$ cat src/common/usfc_regs.svh
`ifndef USFC_REGS_SVH
`define USFC_REGS_SVH
// Word offsets (byte address = 4 * index)
`define USFC_IDX_EFR      4'h0
`define USFC_IDX_IER      4'h1
`define USFC_IDX_ISR      4'h2
`define USFC_IDX_FCR      4'h3
`define USFC_IDX_MCR      4'h4
`define USFC_IDX_MSR      4'h5
`define USFC_IDX_TX_FIFO_LEVEL_COUNT    4'h6
`define USFC_IDX_TX_FIFO_TRIGGER_LEVEL    4'h7
`define USFC_IDX_RX_FIFO_LEVEL_COUNT    4'h8
`define USFC_IDX_RX_FIFO_TRIGGER_LEVEL    4'h9
`define USFC_IDX_STOP1    4'ha
`define USFC_IDX_STOP2    4'hb
`define USFC_IDX_RES1     4'hc
`define USFC_IDX_RES2     4'hd
`define USFC_IDX_XSTAT    4'he
`define USFC_EFR_SCD      5
`define USFC_EFR_ENH      4
`define USFC_EFR_TX       3:2
`define USFC_EFR_RX       1:0
`define USFC_EFR_FLOW     3:0
`define USFC_XS_RSVD      7:4
`define USFC_ZERO4        4'h0
`define USFC_IER_MASK     8'he0
`define USFC_ISR_MASK     8'h30
`define USFC_FCR_MASK     8'h30
`define USFC_MCR_MASK     8'hec
`define USFC_MSR_MASK     8'hfc
`define USFC_ISR_SPECIAL  4
`define USFC_ISR_STOP     5
`define USFC_XS_TX_RES    3
`define USFC_XS_TX_STOP   2
`define USFC_XS_RX_RES    1
`define USFC_XS_RX_STOP   0
`define USFC_SEL_NONE     2'h0
`define USFC_SEL_FIRST    2'h2
`define USFC_SEL_SECOND   2'h1
`define USFC_SEL_BOTH     2'h3
`define USFC_FIFO_MAX     8'h40
`define USFC_ZERO8        8'h00
`endif

$ cat src/common/usfc_pkg.sv
package usfc_pkg;
  typedef enum logic [1:0] {USFC_IDLE, USFC_GOT_FIRST} usfc_seq_t;
  typedef enum logic [1:0] {USFC_TX_IDLE, USFC_TX_SECOND} usfc_tx_t;
endpackage

$ cat src/core/usfc_char_match.sv
`timescale 1ns/1ps
`default_nettype none
`include "usfc_regs.svh"
// Receive-side control character classifier
module usfc_char_match (
  input  wire logic [7:0] char_in,
  input  wire logic [1:0] rx_sel_in,
  input  wire logic [7:0] stop1_in,
  input  wire logic [7:0] stop2_in,
  input  wire logic [7:0] res1_in,
  input  wire logic [7:0] res2_in,
  output logic            is_stop1_out,
  output logic            is_stop2_out,
  output logic            is_res1_out,
  output logic            is_res2_out,
  output logic            special_out
);
  // Bit 0 of each character register lines up with the received LSB
  always_comb begin
    is_stop1_out = (char_in == stop1_in);
    is_stop2_out = (char_in == stop2_in);
    is_res1_out  = (char_in == res1_in);
    is_res2_out  = (char_in == res2_in);
    special_out  = is_stop2_out;
  end
  logic unused_sel;
  assign unused_sel = ^rx_sel_in;
endmodule
`default_nettype wire

$ cat src/core/usfc_top.sv
`timescale 1ns/1ps
`default_nettype none
`include "usfc_regs.svh"
// How it works
// - Special detect: match second stop, store, flag
// - Detect plus first-pair receive both work independently
// - Detect plus second pair: drop char, two interrupts
// - Enhanced bits writable only while enable set
// - Reset clears enhanced bits and enable
// - Transmit flow selected by bits three two
// - Receive flow selected by bits one zero
// - Mixed select: either character of pair counts
// - Both selects: pair must arrive in sequence
// - Transmit level counter reads FIFO occupancy
// - Transmit interrupt while level below trigger
// - Receive level counter reads FIFO occupancy
// - Receive interrupt when level reaches trigger
// - Four character registers hold stop/resume
// - Status reads zero while flow disabled
// - Transmit resume/stop bits, cleared by read
// - Receive resume/stop bits, cleared by read
// - Modem status reset: low zero, high inputs
// - Reset pin levels: serial/modem high, others low
// - Dual characters sent or matched consecutively
module usfc_top #(
  parameter int FIFO_DEPTH = 64
) (
  input  wire logic        clk_in,
  input  wire logic        reset_in,
  input  wire logic        wb_cyc_in,
  input  wire logic        wb_stb_in,
  input  wire logic        wb_we_in,
  input  wire logic [5:0]  wb_adr_in,
  input  wire logic [3:0]  wb_sel_in,
  input  wire logic [31:0] wb_dat_in,
  output logic [31:0]      wb_dat_out,
  output logic             wb_ack_out,
  input  wire logic        rx_valid_in,
  input  wire logic [7:0]  rx_char_in,
  output logic             rx_store_out,
  input  wire logic        rx_fifo_pop_in,
  input  wire logic        tx_fifo_push_in,
  input  wire logic        tx_fifo_pop_in,
  input  wire logic        tx_send_resume_in,
  input  wire logic        tx_send_stop_in,
  input  wire logic        tx_char_ready_in,
  output logic             tx_char_valid_out,
  output logic [7:0]       tx_char_out,
  input  wire logic [3:0]  modem_in,
  output logic             rx_resume_out,
  output logic             rx_stop_out,
  output logic             special_irq_out,
  output logic             stop_irq_out,
  output logic             tx_trig_irq_out,
  output logic             rx_trig_irq_out,
  output logic             serial_tx_out,
  output logic             rts_n_out,
  output logic             dtr_n_out,
  output logic             infrared_serial_out,
  output logic             eeprom_serial_clock_out,
  output logic             eeprom_chip_select_out,
  output logic             eeprom_serial_din_out
);
  import usfc_pkg::*;
  if (FIFO_DEPTH < 1 || FIFO_DEPTH > `USFC_FIFO_MAX) begin : g_depth_check
    $error("FIFO_DEPTH must be 1..64");
  end
  typedef struct packed {
    logic [7:0] enhanced_feature_ctrl, interrupt_enable_reg, interrupt_status, fifo_control_reg, modem_control_reg, modem_status_reg;
    logic [7:0] tx_fifo_level_count, tx_fifo_trigger_level, rx_fifo_level_count, rx_fifo_trigger_level;
    logic [7:0] stop1, stop2, res1, res2, xstat;
    usfc_seq_t  rx_seq_res, rx_seq_stop;
    usfc_tx_t   tx_st;
    logic       tx_is_res;
    logic       ack, rx_store, rx_res, rx_stop, msr_init;
    logic       tx_valid;
    logic [7:0] tx_char;
    logic [31:0] rdat;
  } usfc_state_t;
  usfc_state_t st_r, st_nxt;

  function automatic logic [7:0] gated(input logic [7:0] old_v, input logic [7:0] new_v,
                                       input logic [7:0] mask, input logic en);
    gated = en ? new_v : ((old_v & mask) | (new_v & ~mask));
  endfunction

  logic m_stop1, m_stop2, m_res1, m_res2, m_special;
  usfc_char_match usfc_char_match_inst (
    .char_in      (rx_char_in),
    .rx_sel_in    (st_r.enhanced_feature_ctrl[`USFC_EFR_RX]),
    .stop1_in     (st_r.stop1),
    .stop2_in     (st_r.stop2),
    .res1_in      (st_r.res1),
    .res2_in      (st_r.res2),
    .is_stop1_out (m_stop1),
    .is_stop2_out (m_stop2),
    .is_res1_out  (m_res1),
    .is_res2_out  (m_res2),
    .special_out  (m_special)
  );

  logic [1:0] rx_sel, tx_sel;
  logic       bus_req, wr, rd, enh, flow_off, scd;
  logic [3:0] idx;
  logic       rx_res_ev, rx_stop_ev, drop_char, tx_start, tx_done;
  assign rx_sel   = st_r.enhanced_feature_ctrl[`USFC_EFR_RX];
  assign tx_sel   = st_r.enhanced_feature_ctrl[`USFC_EFR_TX];
  assign enh      = st_r.enhanced_feature_ctrl[`USFC_EFR_ENH];
  assign scd      = st_r.enhanced_feature_ctrl[`USFC_EFR_SCD];
  assign flow_off = (st_r.enhanced_feature_ctrl[`USFC_EFR_FLOW] == `USFC_ZERO4);
  assign bus_req  = wb_cyc_in && wb_stb_in && !st_r.ack;
  assign wr       = bus_req && wb_we_in && wb_sel_in[0];
  assign rd       = bus_req && !wb_we_in;
  assign idx      = wb_adr_in[5:2];
  assign tx_start = (st_r.tx_st == USFC_TX_IDLE) && !st_r.tx_valid && (tx_sel != `USFC_SEL_NONE)
                    && (tx_send_resume_in || tx_send_stop_in);
  assign tx_done  = st_r.tx_valid && tx_char_ready_in;

  always_comb begin
    logic pair_mode;
    logic [7:0] cnt;
    pair_mode  = 1'b0;
    cnt        = 8'h00;
    st_nxt = st_r;
    rx_res_ev  = 1'b0;
    rx_stop_ev = 1'b0;
    drop_char  = 1'b0;
    st_nxt.ack      = bus_req;
    st_nxt.rx_store = 1'b0;
    st_nxt.rx_res   = 1'b0;
    st_nxt.rx_stop  = 1'b0;
    st_nxt.msr_init = 1'b0;
    // Capture modem inputs on the first clock after release
    if (st_r.msr_init) begin
      st_nxt.modem_status_reg = {modem_in, `USFC_ZERO4};
    end
    // Receive classification
    if (rx_valid_in) begin
      pair_mode = (rx_sel == `USFC_SEL_BOTH) &&
                  (tx_sel == `USFC_SEL_BOTH || tx_sel == `USFC_SEL_NONE);
      case (rx_sel)
        `USFC_SEL_FIRST: begin
          rx_res_ev  = m_res1;
          rx_stop_ev = m_stop1;
        end
        `USFC_SEL_SECOND: begin
          rx_res_ev  = m_res2;
          rx_stop_ev = m_stop2;
        end
        `USFC_SEL_BOTH: begin
          if (pair_mode) begin
            rx_res_ev  = (st_r.rx_seq_res == USFC_GOT_FIRST) && m_res2;
            rx_stop_ev = (st_r.rx_seq_stop == USFC_GOT_FIRST) && m_stop2;
            st_nxt.rx_seq_res  = m_res1 ? USFC_GOT_FIRST : USFC_IDLE;
            st_nxt.rx_seq_stop = m_stop1 ? USFC_GOT_FIRST : USFC_IDLE;
          end else begin
            rx_res_ev  = m_res1 || m_res2;
            rx_stop_ev = m_stop1 || m_stop2;
          end
        end
        default: begin
          rx_res_ev  = 1'b0;
          rx_stop_ev = 1'b0;
        end
      endcase
      // Second stop is swallowed only when it is also a flow-control stop
      drop_char = scd && m_special && (rx_sel == `USFC_SEL_SECOND);
      st_nxt.rx_store = !drop_char;
      st_nxt.rx_res  = rx_res_ev;
      st_nxt.rx_stop = rx_stop_ev;
    end
    // Transmit sequencer
    if (tx_done) begin
      st_nxt.tx_valid = 1'b0;
    end
    case (st_r.tx_st)
      USFC_TX_IDLE: begin
        if (tx_start) begin
          st_nxt.tx_is_res = tx_send_resume_in;
          st_nxt.tx_valid  = 1'b1;
          case (tx_sel)
            `USFC_SEL_SECOND: st_nxt.tx_char = tx_send_resume_in ? st_r.res2 : st_r.stop2;
            default:          st_nxt.tx_char = tx_send_resume_in ? st_r.res1 : st_r.stop1;
          endcase
          if (tx_sel == `USFC_SEL_BOTH) begin
            st_nxt.tx_st = USFC_TX_SECOND;
          end
        end
      end
      USFC_TX_SECOND: begin
        if (tx_done) begin
          st_nxt.tx_valid = 1'b1;
          st_nxt.tx_char  = st_r.tx_is_res ? st_r.res2 : st_r.stop2;
          st_nxt.tx_st    = USFC_TX_IDLE;
        end
      end
      default: st_nxt.tx_st = USFC_TX_IDLE;
    endcase
    // Level counters
    cnt = st_r.tx_fifo_level_count;
    if (tx_fifo_push_in && !tx_fifo_pop_in && cnt < 8'(FIFO_DEPTH)) cnt = cnt + 8'h01;
    else if (tx_fifo_pop_in && !tx_fifo_push_in && cnt != `USFC_ZERO8) cnt = cnt - 8'h01;
    st_nxt.tx_fifo_level_count = cnt;
    cnt = st_r.rx_fifo_level_count;
    if (st_r.rx_store && !rx_fifo_pop_in && cnt < 8'(FIFO_DEPTH)) cnt = cnt + 8'h01;
    else if (rx_fifo_pop_in && !st_r.rx_store && cnt != `USFC_ZERO8) cnt = cnt - 8'h01;
    st_nxt.rx_fifo_level_count = cnt;
    // Register writes
    if (wr) begin
      case (idx)
        `USFC_IDX_EFR:   st_nxt.enhanced_feature_ctrl = wb_dat_in[7:0];
        `USFC_IDX_IER:   st_nxt.interrupt_enable_reg = gated(st_r.interrupt_enable_reg, wb_dat_in[7:0], `USFC_IER_MASK, enh);
        `USFC_IDX_ISR:   st_nxt.interrupt_status = gated(st_r.interrupt_status, wb_dat_in[7:0], `USFC_ISR_MASK, enh);
        `USFC_IDX_FCR:   st_nxt.fifo_control_reg = gated(st_r.fifo_control_reg, wb_dat_in[7:0], `USFC_FCR_MASK, enh);
        `USFC_IDX_MCR:   st_nxt.modem_control_reg = gated(st_r.modem_control_reg, wb_dat_in[7:0], `USFC_MCR_MASK, enh);
        `USFC_IDX_MSR:   st_nxt.modem_status_reg = gated(st_r.modem_status_reg, wb_dat_in[7:0], `USFC_MSR_MASK, enh);
        `USFC_IDX_TX_FIFO_TRIGGER_LEVEL: st_nxt.tx_fifo_trigger_level = (wb_dat_in[7:0] > `USFC_FIFO_MAX) ? `USFC_FIFO_MAX
                                        : wb_dat_in[7:0];
        `USFC_IDX_RX_FIFO_TRIGGER_LEVEL: st_nxt.rx_fifo_trigger_level = (wb_dat_in[7:0] > `USFC_FIFO_MAX) ? `USFC_FIFO_MAX
                                        : wb_dat_in[7:0];
        `USFC_IDX_STOP1: st_nxt.stop1 = wb_dat_in[7:0];
        `USFC_IDX_STOP2: st_nxt.stop2 = wb_dat_in[7:0];
        `USFC_IDX_RES1:  st_nxt.res1  = wb_dat_in[7:0];
        `USFC_IDX_RES2:  st_nxt.res2  = wb_dat_in[7:0];
        default: ;
      endcase
    end
    // Flags are set after the write so that a same-cycle clear cannot lose an event
    if (rx_valid_in && scd && m_special) begin
      st_nxt.interrupt_status[`USFC_ISR_SPECIAL] = 1'b1;
    end
    if (drop_char) begin
      st_nxt.interrupt_status[`USFC_ISR_STOP] = 1'b1;
    end
    // Reads; write-only registers read as zero
    st_nxt.rdat = 32'h0;
    if (rd) begin
      case (idx)
        `USFC_IDX_EFR:   st_nxt.rdat[7:0] = st_r.enhanced_feature_ctrl;
        `USFC_IDX_IER:   st_nxt.rdat[7:0] = st_r.interrupt_enable_reg;
        `USFC_IDX_ISR:   st_nxt.rdat[7:0] = st_r.interrupt_status;
        `USFC_IDX_FCR:   st_nxt.rdat[7:0] = st_r.fifo_control_reg;
        `USFC_IDX_MCR:   st_nxt.rdat[7:0] = st_r.modem_control_reg;
        `USFC_IDX_MSR:   st_nxt.rdat[7:0] = st_r.modem_status_reg;
        `USFC_IDX_TX_FIFO_LEVEL_COUNT: st_nxt.rdat[7:0] = st_r.tx_fifo_level_count;
        `USFC_IDX_RX_FIFO_LEVEL_COUNT: st_nxt.rdat[7:0] = st_r.rx_fifo_level_count;
        `USFC_IDX_XSTAT: st_nxt.rdat[7:0] = st_r.xstat;
        default:         st_nxt.rdat = 32'h0;
      endcase
    end
    // Control character status: clear on read, set wins
    if (rd && idx == `USFC_IDX_XSTAT) begin
      st_nxt.xstat = 8'h00;
    end
    if (tx_done) begin
      st_nxt.xstat[`USFC_XS_TX_RES]  = st_r.tx_is_res;
      st_nxt.xstat[`USFC_XS_TX_STOP] = !st_r.tx_is_res;
    end
    if (rx_res_ev || rx_stop_ev) begin
      st_nxt.xstat[`USFC_XS_RX_RES]  = rx_res_ev;
      st_nxt.xstat[`USFC_XS_RX_STOP] = rx_stop_ev;
    end
    st_nxt.xstat[`USFC_XS_RSVD] = `USFC_ZERO4;
    if (st_nxt.enhanced_feature_ctrl[`USFC_EFR_FLOW] == `USFC_ZERO4) begin
      st_nxt.xstat = `USFC_ZERO8;
    end
  end

  always_ff @(posedge clk_in or posedge reset_in) begin
    if (reset_in) begin
      st_r          <= '0;
      st_r.msr_init <= 1'b1;
    end else begin
      st_r <= st_nxt;
    end
  end

  assign wb_ack_out          = st_r.ack;
  assign wb_dat_out          = st_r.rdat;
  assign rx_store_out        = st_r.rx_store;
  assign rx_resume_out       = st_r.rx_res;
  assign rx_stop_out         = st_r.rx_stop;
  assign special_irq_out     = st_r.interrupt_status[`USFC_ISR_SPECIAL];
  assign stop_irq_out        = st_r.interrupt_status[`USFC_ISR_STOP];
  assign tx_trig_irq_out     = st_r.tx_fifo_level_count < st_r.tx_fifo_trigger_level;
  assign rx_trig_irq_out     = (st_r.rx_fifo_trigger_level != `USFC_ZERO8) && (st_r.rx_fifo_level_count >= st_r.rx_fifo_trigger_level);
  assign tx_char_valid_out   = st_r.tx_valid;
  assign tx_char_out         = st_r.tx_char;
  assign serial_tx_out       = 1'b1;
  assign rts_n_out           = 1'b1;
  assign dtr_n_out           = 1'b1;
  assign infrared_serial_out = 1'b0;
  assign eeprom_serial_clock_out = 1'b0;
  assign eeprom_chip_select_out  = 1'b0;
  assign eeprom_serial_din_out   = 1'b0;

  // Checker memory: was the last pair-mode character the first resume
  logic pair_res1_r;
  always_ff @(posedge clk_in or posedge reset_in) begin
    if (reset_in) begin
      pair_res1_r <= 1'b0;
    end else if (rx_valid_in && rx_sel == 2'h3 && (tx_sel == 2'h3 || tx_sel == 2'h0)) begin
      pair_res1_r <= m_res1;
    end
  end
endmodule
`default_nettype wire

$ cat config.mk
export PLATFORM = sky130hd
export DESIGN_NAME = usfc_top
export DESIGN_NICKNAME = d
export VERILOG_FILES = /design/src/common/usfc_pkg.sv /design/src/core/usfc_char_match.sv /design/src/core/usfc_top.sv
export VERILOG_INCLUDE_DIRS = /design/src /design/src/common
export SDC_FILE = /design/constraint.sdc
export NUM_CORES = 1
export LEC_CHECK = 0
export ABC_AREA = 0
export CAP_MARGIN = 20
export CORE_UTILIZATION = 32
export CTS_BUF_LIST = sky130_fd_sc_hd__clkbuf_8
export CTS_CLUSTER_DIAMETER = 200
export DETAILED_ROUTE_END_ITERATION = 10
export DONT_BUFFER_PORTS = 1
export SLEW_MARGIN = 20
export SYNTH_ARGS = -nofsm -noshare
export SYNTH_HDL_FRONTEND = slang
export SYNTH_SLANG_ARGS = --single-unit
$ cat constraint.sdc
create_clock -name clk_in -period 5.4 [get_ports clk_in]
set_clock_uncertainty 0.15 [all_clocks]
set_input_delay 0.27 -clock clk_in [delete_from_list [all_inputs] [get_ports clk_in]]
set_output_delay 0.27 -clock clk_in [all_outputs]
set_load 0.01 [all_outputs]
==> reports/metrics.cfg, run 1 <==
[logic_synthesis]
ys_types=67
synth_top_cell_by_area=dfrtp_1
synth_edf_count=0
synthCells=762
synth_area_leaders=dfrtp_1 43%, mux2_2 12%, ha_1 4.6%, buf_4 4.4%, xor2_1 3.3%
synth_warnings=0
avgSynthCellArea_sq_um=10.8
synth_area_sq_um=8190
synth_commonest_cells=141 x dfrtp_1, 84 x mux2_2, 49 x nand2_1
synth.most_common_cell=dfrtp_1
ys_async_sr_fraction_pct=100
seq_area_frac_synth_pct=43.4
ys.flop_type=dfrtp_1
synth_top_area_share_pct=43.1
synth_seq_cells=142

[sta]
slew_viol_final=0
max_freq_mhz=298
tns_ps=0
setup_viol=0
worstMarginPinSlew_ps=1040
rsz0062_at_grt=false
max_slew_margin_pct=30.4
finalHoldViolations=0
final.min_clock_period_ps=3360
post-route-period-util_pct=62.2

[pwr]
p_clk_share_pct=29.2
power.switching_mw=1.11
totalPowerFinal_mw=3.25
seqPwrFrac_pct=43.0
p_sw_share_pct=34.2
power.leakage_nw=4.03
pwr-share-comb_pct=27.7
powerDensity_nw_per_um2=360
ir_drop_uv=145
internal-power_mw=2.14

[cts]
cts.clk_slew.worst_paths_ps=90
cts.root.buffer_cell=clkbuf_8
clkSinkCount=142
numCtsBuffers=17
post_cts_buffers=0
cts_tree=yes
cts_buffer_depth=2
insertion_delay_ps=460
htreeDepth=4

[run]
cap_violations=0

[floorplanning]
dieArea_sq_um=26200
num_rows=58
start_util_pct=32.6
coreArea_sq_um=25100
dieHeight_um=162
io_pins=122
die_width_um=162

[routing]
drt_first_pass_iters=5
final_antenna_net_count=0
wl_um=21700
route.detailed.drc=0
dr.first_iter.drc_count=472
vias=5699
wl_per_cell_um=19.6
viasPerCell=5.15

[critical_path]
arrival_ps=3550
crit_fanout=8
crit_family=buffers and inverters
crit_slowest_cell=dlygate4sd3_1
cp_slowest_stage_delay_ps=900
worstSetupEndpointType=flop
critPathLaunchType=flop
crit_chain=nand3b_4 -> dlygate4sd3_1 -> inv_1 -> nand3_2 -> nor4_4 -> dlygate4sd3_1 -> mux2_2
cpMostUsedCell=dlygate4sd3_1
required_ps=5590
crit_type=reg2reg
cp.buffers_inverters=3

[global_route]
antenna_found_initial=0
first_global_vias=5599
grt_pass1_wl_um=34300
grt_usage_pct=17.3
grt-ovfl-total=0
grt_start_max_net_pins=84

[hold_path]
hp-class=in2reg

[placement]
io_buffers=0
gp_congestion=0.843
dp_hpwl_um=14500

[cells_and_area]
num_antenna_cells=0
drive_gt1_share_pct=18.4
fillCellCount=2515
area_growth_pct=10.2
nets=862

[status]
status=completed

## cell usage in the layout (no fill, tap or decap), drive strengths merged, types with 4 or more instances in the layout
cell type and count:
nand2 49, xor2 31, a21oi 27, a22oi 6
dlygate4sd3 33, dfrtp 141, clkinv 6, nor3 8
nand2b 12, nor2 38, o22ai 6, nor2b 8
a21o 7, mux4 10, ha 30, mux2i 16
a211oi 7, a31oi 6, nor4 21, nand3 21
a221o 8, mux2 84, clkbuf 18, nand4 5
o21ai 43, conb 32, xnor2 15, inv 33
o21bai 4, bufinv 4
## final cells by class
type / count / area [sq um] / share of cell area (%)
clock inverter: 14 / 193 / 2.13
inverter: 31 / 121 / 1.34
tap: 330 / 413 / 4.57
sequential: 142 / 3550 / 39.4
multi-input combinational: 538 / 4160 / 46.1
clock buffer: 18 / 248 / 2.74
timing repair buffer: 34 / 338 / 3.74
## final timing paths
| check | to | slack [ps] | from | cells after the start |
|---|---|---|---|---|
| worst max-delay path | st_r[75] | 2040 | wb_ack_out | 7 |
| worst min-delay path | tx_char_out[1] | 20 | tx_send_resume_in | 2 |
| worst max register to register | st_r[75] | 2040 | wb_ack_out | 7 |
| worst min register to register | st_r[110] | 340 | st_r[110] | 2 |
| max in group asynchronous | st_r[53] | 3480 | reset_in | 3 |
| min in group asynchronous | st_r[114] | 290 | reset_in | 2 |
## worst register-to-register path, delay by kind of cell (launching register included)
kind | cells | cell delay, ps
mux | 1 | 400
simple gates | 3 | 630
flops | 1 | 420
buf+inv | 3 | 1640
## registers in the layout, indices dropped and copies added (netlist names)
register / count
st_r: 115
tx_char_out: 8
wb_dat_out: 8
rx_sel: 2
enh: 1
rx_resume_out: 1
rx_stop_out: 1
rx_store_out: 1
scd: 1
special_irq_out: 1
stop_irq_out: 1
tx_char_valid_out: 1
wb_ack_out: 1
## power groups by stage
stage | Sequential, mW | Combinational (mW) | Clock (mW)
after floorplan | 1.31 | 0.784 | 0
after global placement | 1.42 | 0.827 | 0
after detailed placement | 1.42 | 0.846 | 0
after CTS | 1.40 | 0.898 | 0.968
after global routing | 1.42 | 1.02 | 1.01
final | 1.40 | 0.901 | 0.948
## cell families after synthesis
logic type	after synthesis	share of synthesized area, %
DFF	142	43.4
muxes	110	16.3
xor gates and xnor gates	46	4.92
AOI/OAI and AO/OA	142	11.3
buffers and inverters	112	7.48
adders and majority gates	32	5.07
other	2	0.0917
and+or+nand+nor	176	11.5
## per-layer routing
layer,up-vias,global-route usage (%),wire length (um)
met1,2805,23.4,9760
met4,0,7.08,548
met2,185,27.3,10200
met5,-,0,0
met3,27,3.06,1150
li1,2682,-,-
## through the flow
| stage | util, % | worst slack, ps | instance area (sq um) | hold slack, ps | std cells |
|---|---|---|---|---|---|
| 3_5_place_dp | 32.8 | 2590 | 8240 | 172 | 1042 |
| 6_report | 36.0 | 2040 | 9030 | 17.5 | 1107 |
| 5_1_grt | 36.0 | 1970 | 9030 | 12.7 | 1107 |
| 2_1_floorplan | - | 1170 | 8300 | 240 | 792 |
| 4_1_cts | 35.8 | 2200 | 8990 | 0.782 | 1105 |
| 3_3_place_gp | 32.8 | 2610 | 8240 | 176 | 1042 |
## repair_timing
action	in CTS	in global routing
endpoints found under the hold margin	195	8
hold buffers	31	2
resized for setup	0	0
Note: power is estimated with default switching activity, not from simulation.
==> run 2: changes to the inputs <==
Settings changed: ABC_AREA 0 to 1.
Clock period 5.4 ns to 2.78 ns, I/O delays scaled along.
==> run 2 against run 1 <==
Count of clock-buffer cells in the layout grew 1. Routed wire length is 0.96% higher. Global-route usage up 0.26 points. Synthesized cell count rose by 33%. Clock power up 75%. Sequential cell count is the same. Worst setup slack got worse by 1800 ps. Fmax up 30%. First-iteration DRC count rose by 5.3%. Area after synthesis decreased by 1.8%. Critical endpoint is now st_r[157]. Largest power group unchanged.
==> reports/metrics.cfg, run 2 <==
[status]
status=completed

[global_route]
antenna_found_initial=0
grt_start_max_net_pins=143
grt_usage_pct=17.6
grt-ovfl-total=0
first_global_vias=6511
grt_pass1_wl_um=35000

[critical_path]
crit_type=reg2reg
crit_fanout=8
cpMostUsedCell=dlygate4sd3_1
required_ps=3040
crit_chain=nor2_4 -> nand3_4 -> nor2_1 -> nand2_1 -> dlygate4sd3_1 -> o21ai_0 -> dlygate4sd3_1
critPathLaunchType=flop
crit_slowest_cell=dlygate4sd3_1
worstSetupEndpointType=flop
cp_slowest_stage_delay_ps=570
arrival_ps=2830

[placement]
dp_hpwl_um=15600
post_dp_cell_area_sq_um=8200
post-place-ws_ps=306
gp_congestion=0.874
io_buffers=0
dpl.cell_count=1313

[sta]
rsz0062_at_grt=false
setup_viol=0
final.min_clock_period_ps=2570
final.setup.worst_slack_ps=205
tns_ps=0
slew_viol_final=0
worstMarginPinSlew_ps=770
finalHoldWorstSlack_ps=14.1
post-route-period-util_pct=92.6
max_slew_margin_pct=48.7
finalHoldViolations=0
max_freq_mhz=388

[logic_synthesis]
ys.flop_type=dfrtp_1
synth_area_leaders=dfrtp_1 44%, nand2_1 12%, o21ai_0 7.3%, inv_1 6.1%, ha_1 4.7%
ys_types=47
synth_seq_cells=142
synth_top_area_share_pct=43.9
synth_warnings=0
avgSynthCellArea_sq_um=7.91
synth_top_cell_by_area=dfrtp_1
synth_commonest_cells=267 x nand2_1, 141 x dfrtp_1, 131 x inv_1
synth_area_sq_um=8050
ys_async_sr_fraction_pct=100
synth_edf_count=0
synth.most_common_cell=nand2_1
synthCells=1017
seq_area_frac_synth_pct=44.2

[floorplanning]
dieArea_sq_um=25800
die_width_um=161
coreArea_sq_um=24500
io_pins=122
dieHeight_um=161
num_rows=57
start_util_pct=32.9

[routing]
vias=6810
viasPerCell=4.87
drt_first_pass_iters=5
final_antenna_net_count=0
dr.first_iter.drc_count=497
wl_um=21900
wl_per_cell_um=15.7
route.detailed.drc=0

[pwr]
power.switching_mw=2.18
pwr-share-comb_pct=28.9
internal-power_mw=3.77
powerDensity_nw_per_um2=653
p_clk_share_pct=27.9
power.leakage_nw=4.30
seqPwrFrac_pct=43.2
p_sw_share_pct=36.6
totalPowerFinal_mw=5.95
ir_drop_uv=270

[cts]
cts.root.buffer_cell=clkbuf_8
cts.repair.resized=0
cts_buffer_depth=2
numCtsBuffers=17
post_cts_buffers=0
clkSinkCount=142
cts.clk_slew.worst_paths_ps=90
htreeDepth=4
insertion_delay_ps=470
cts_tree=yes

[cells_and_area]
postLayoutCellArea_sq_um=9120
final_util_pct=37.3
num_antenna_cells=0
area_growth_pct=13.3
top_register=st_r
final_cell_mix=267 x nand2_1, 141 x dfrtp_1, 131 x inv_1
nets=1159
largest_reg_flops=115
drive_gt1_share_pct=6.05
stdcell_count=1398
final_common_cell=nand2_1

[run]
cap_violations=0

[hold_path]
hp-class=in2reg

## run 2: cell types whose count changed in the layout (fill, tap and decap cells not counted), sizes merged, moves of 20 or more
cell | previous run | this run
inv | 33 | 141
a21oi | 27 | 63
dlygate4sd3 | 33 | 53
nand2 | 49 | 273
xor2 | 31 | 6
o21ai | 43 | 127
nor4 | 21 | 1
mux2 | 84 | 0
## run 2: path summary, 6_finish.rpt
kind	depth (start not counted)	slack (ps)	startpoint	to
max	7	210	wb_ack_out	st_r[157]
min	2	10	wb_dat_in[2]	st_r[79]
max reg2reg	7	210	wb_ack_out	st_r[157]
min reg2reg	2	340	st_r[140]	st_r[140]
max in group asynchronous	3	1680	reset_in	st_r[69]
min in group asynchronous	3	220	reset_in	st_r[94]
## run 2: logic make-up (layout without fill, tap and decap cells)
group           Yosys count  in the layout  synth area share, %
xor+xnor                 22             22                 2.39
flops                   142            142                 44.2
compound gates          239            239                 16.6
fa+ha+maj                32             32                 5.16
other cells               2             32               0.0933
buf+inv                 199            226                 11.6
simple gates            381            381                 19.9
## run 2: critical path, delay by kind of cell, from the launching register on
family	cells	cell delay [ps]
AO/OA/AOI/OAI	1	80
buffers and inverters	2	1130
flip-flops	1	450
AND/OR/NAND/NOR	4	710
## run 2: power groups by stage
stage / clock, mW / sequential (mW) / combinational [mW]
after floorplan: 0 / 2.49 / 1.38
after global placement: 0 / 2.60 / 1.60
after detailed placement: 0 / 2.60 / 1.64
after CTS: 1.71 / 2.57 / 1.72
after global routing: 1.78 / 2.60 / 2.01
final: 1.66 / 2.57 / 1.72
## run 2: cell type report
cell class                 instances  area (sq um)
clock buffer                      19           262
clock inverter                    13           128
fill                            2548         15300
inverter                         136           519
multi-input combinational        706          3670
sequential                       142          3550
tap                              324           405
timing repair buffer              58           581
## run 2: timing repair
item | 4_1_cts | 5_1_grt
hold endpoints to repair | 253 | 0
setup endpoints to repair | 0 | 0
hold buffers | 53 | 0
## run 2: layer usage
layer	part of all wire (%)	track usage, %
met1	45	23.6
met2	45	27.4
met3	6.2	3.20
met4	3.5	8.14
met5	0	0
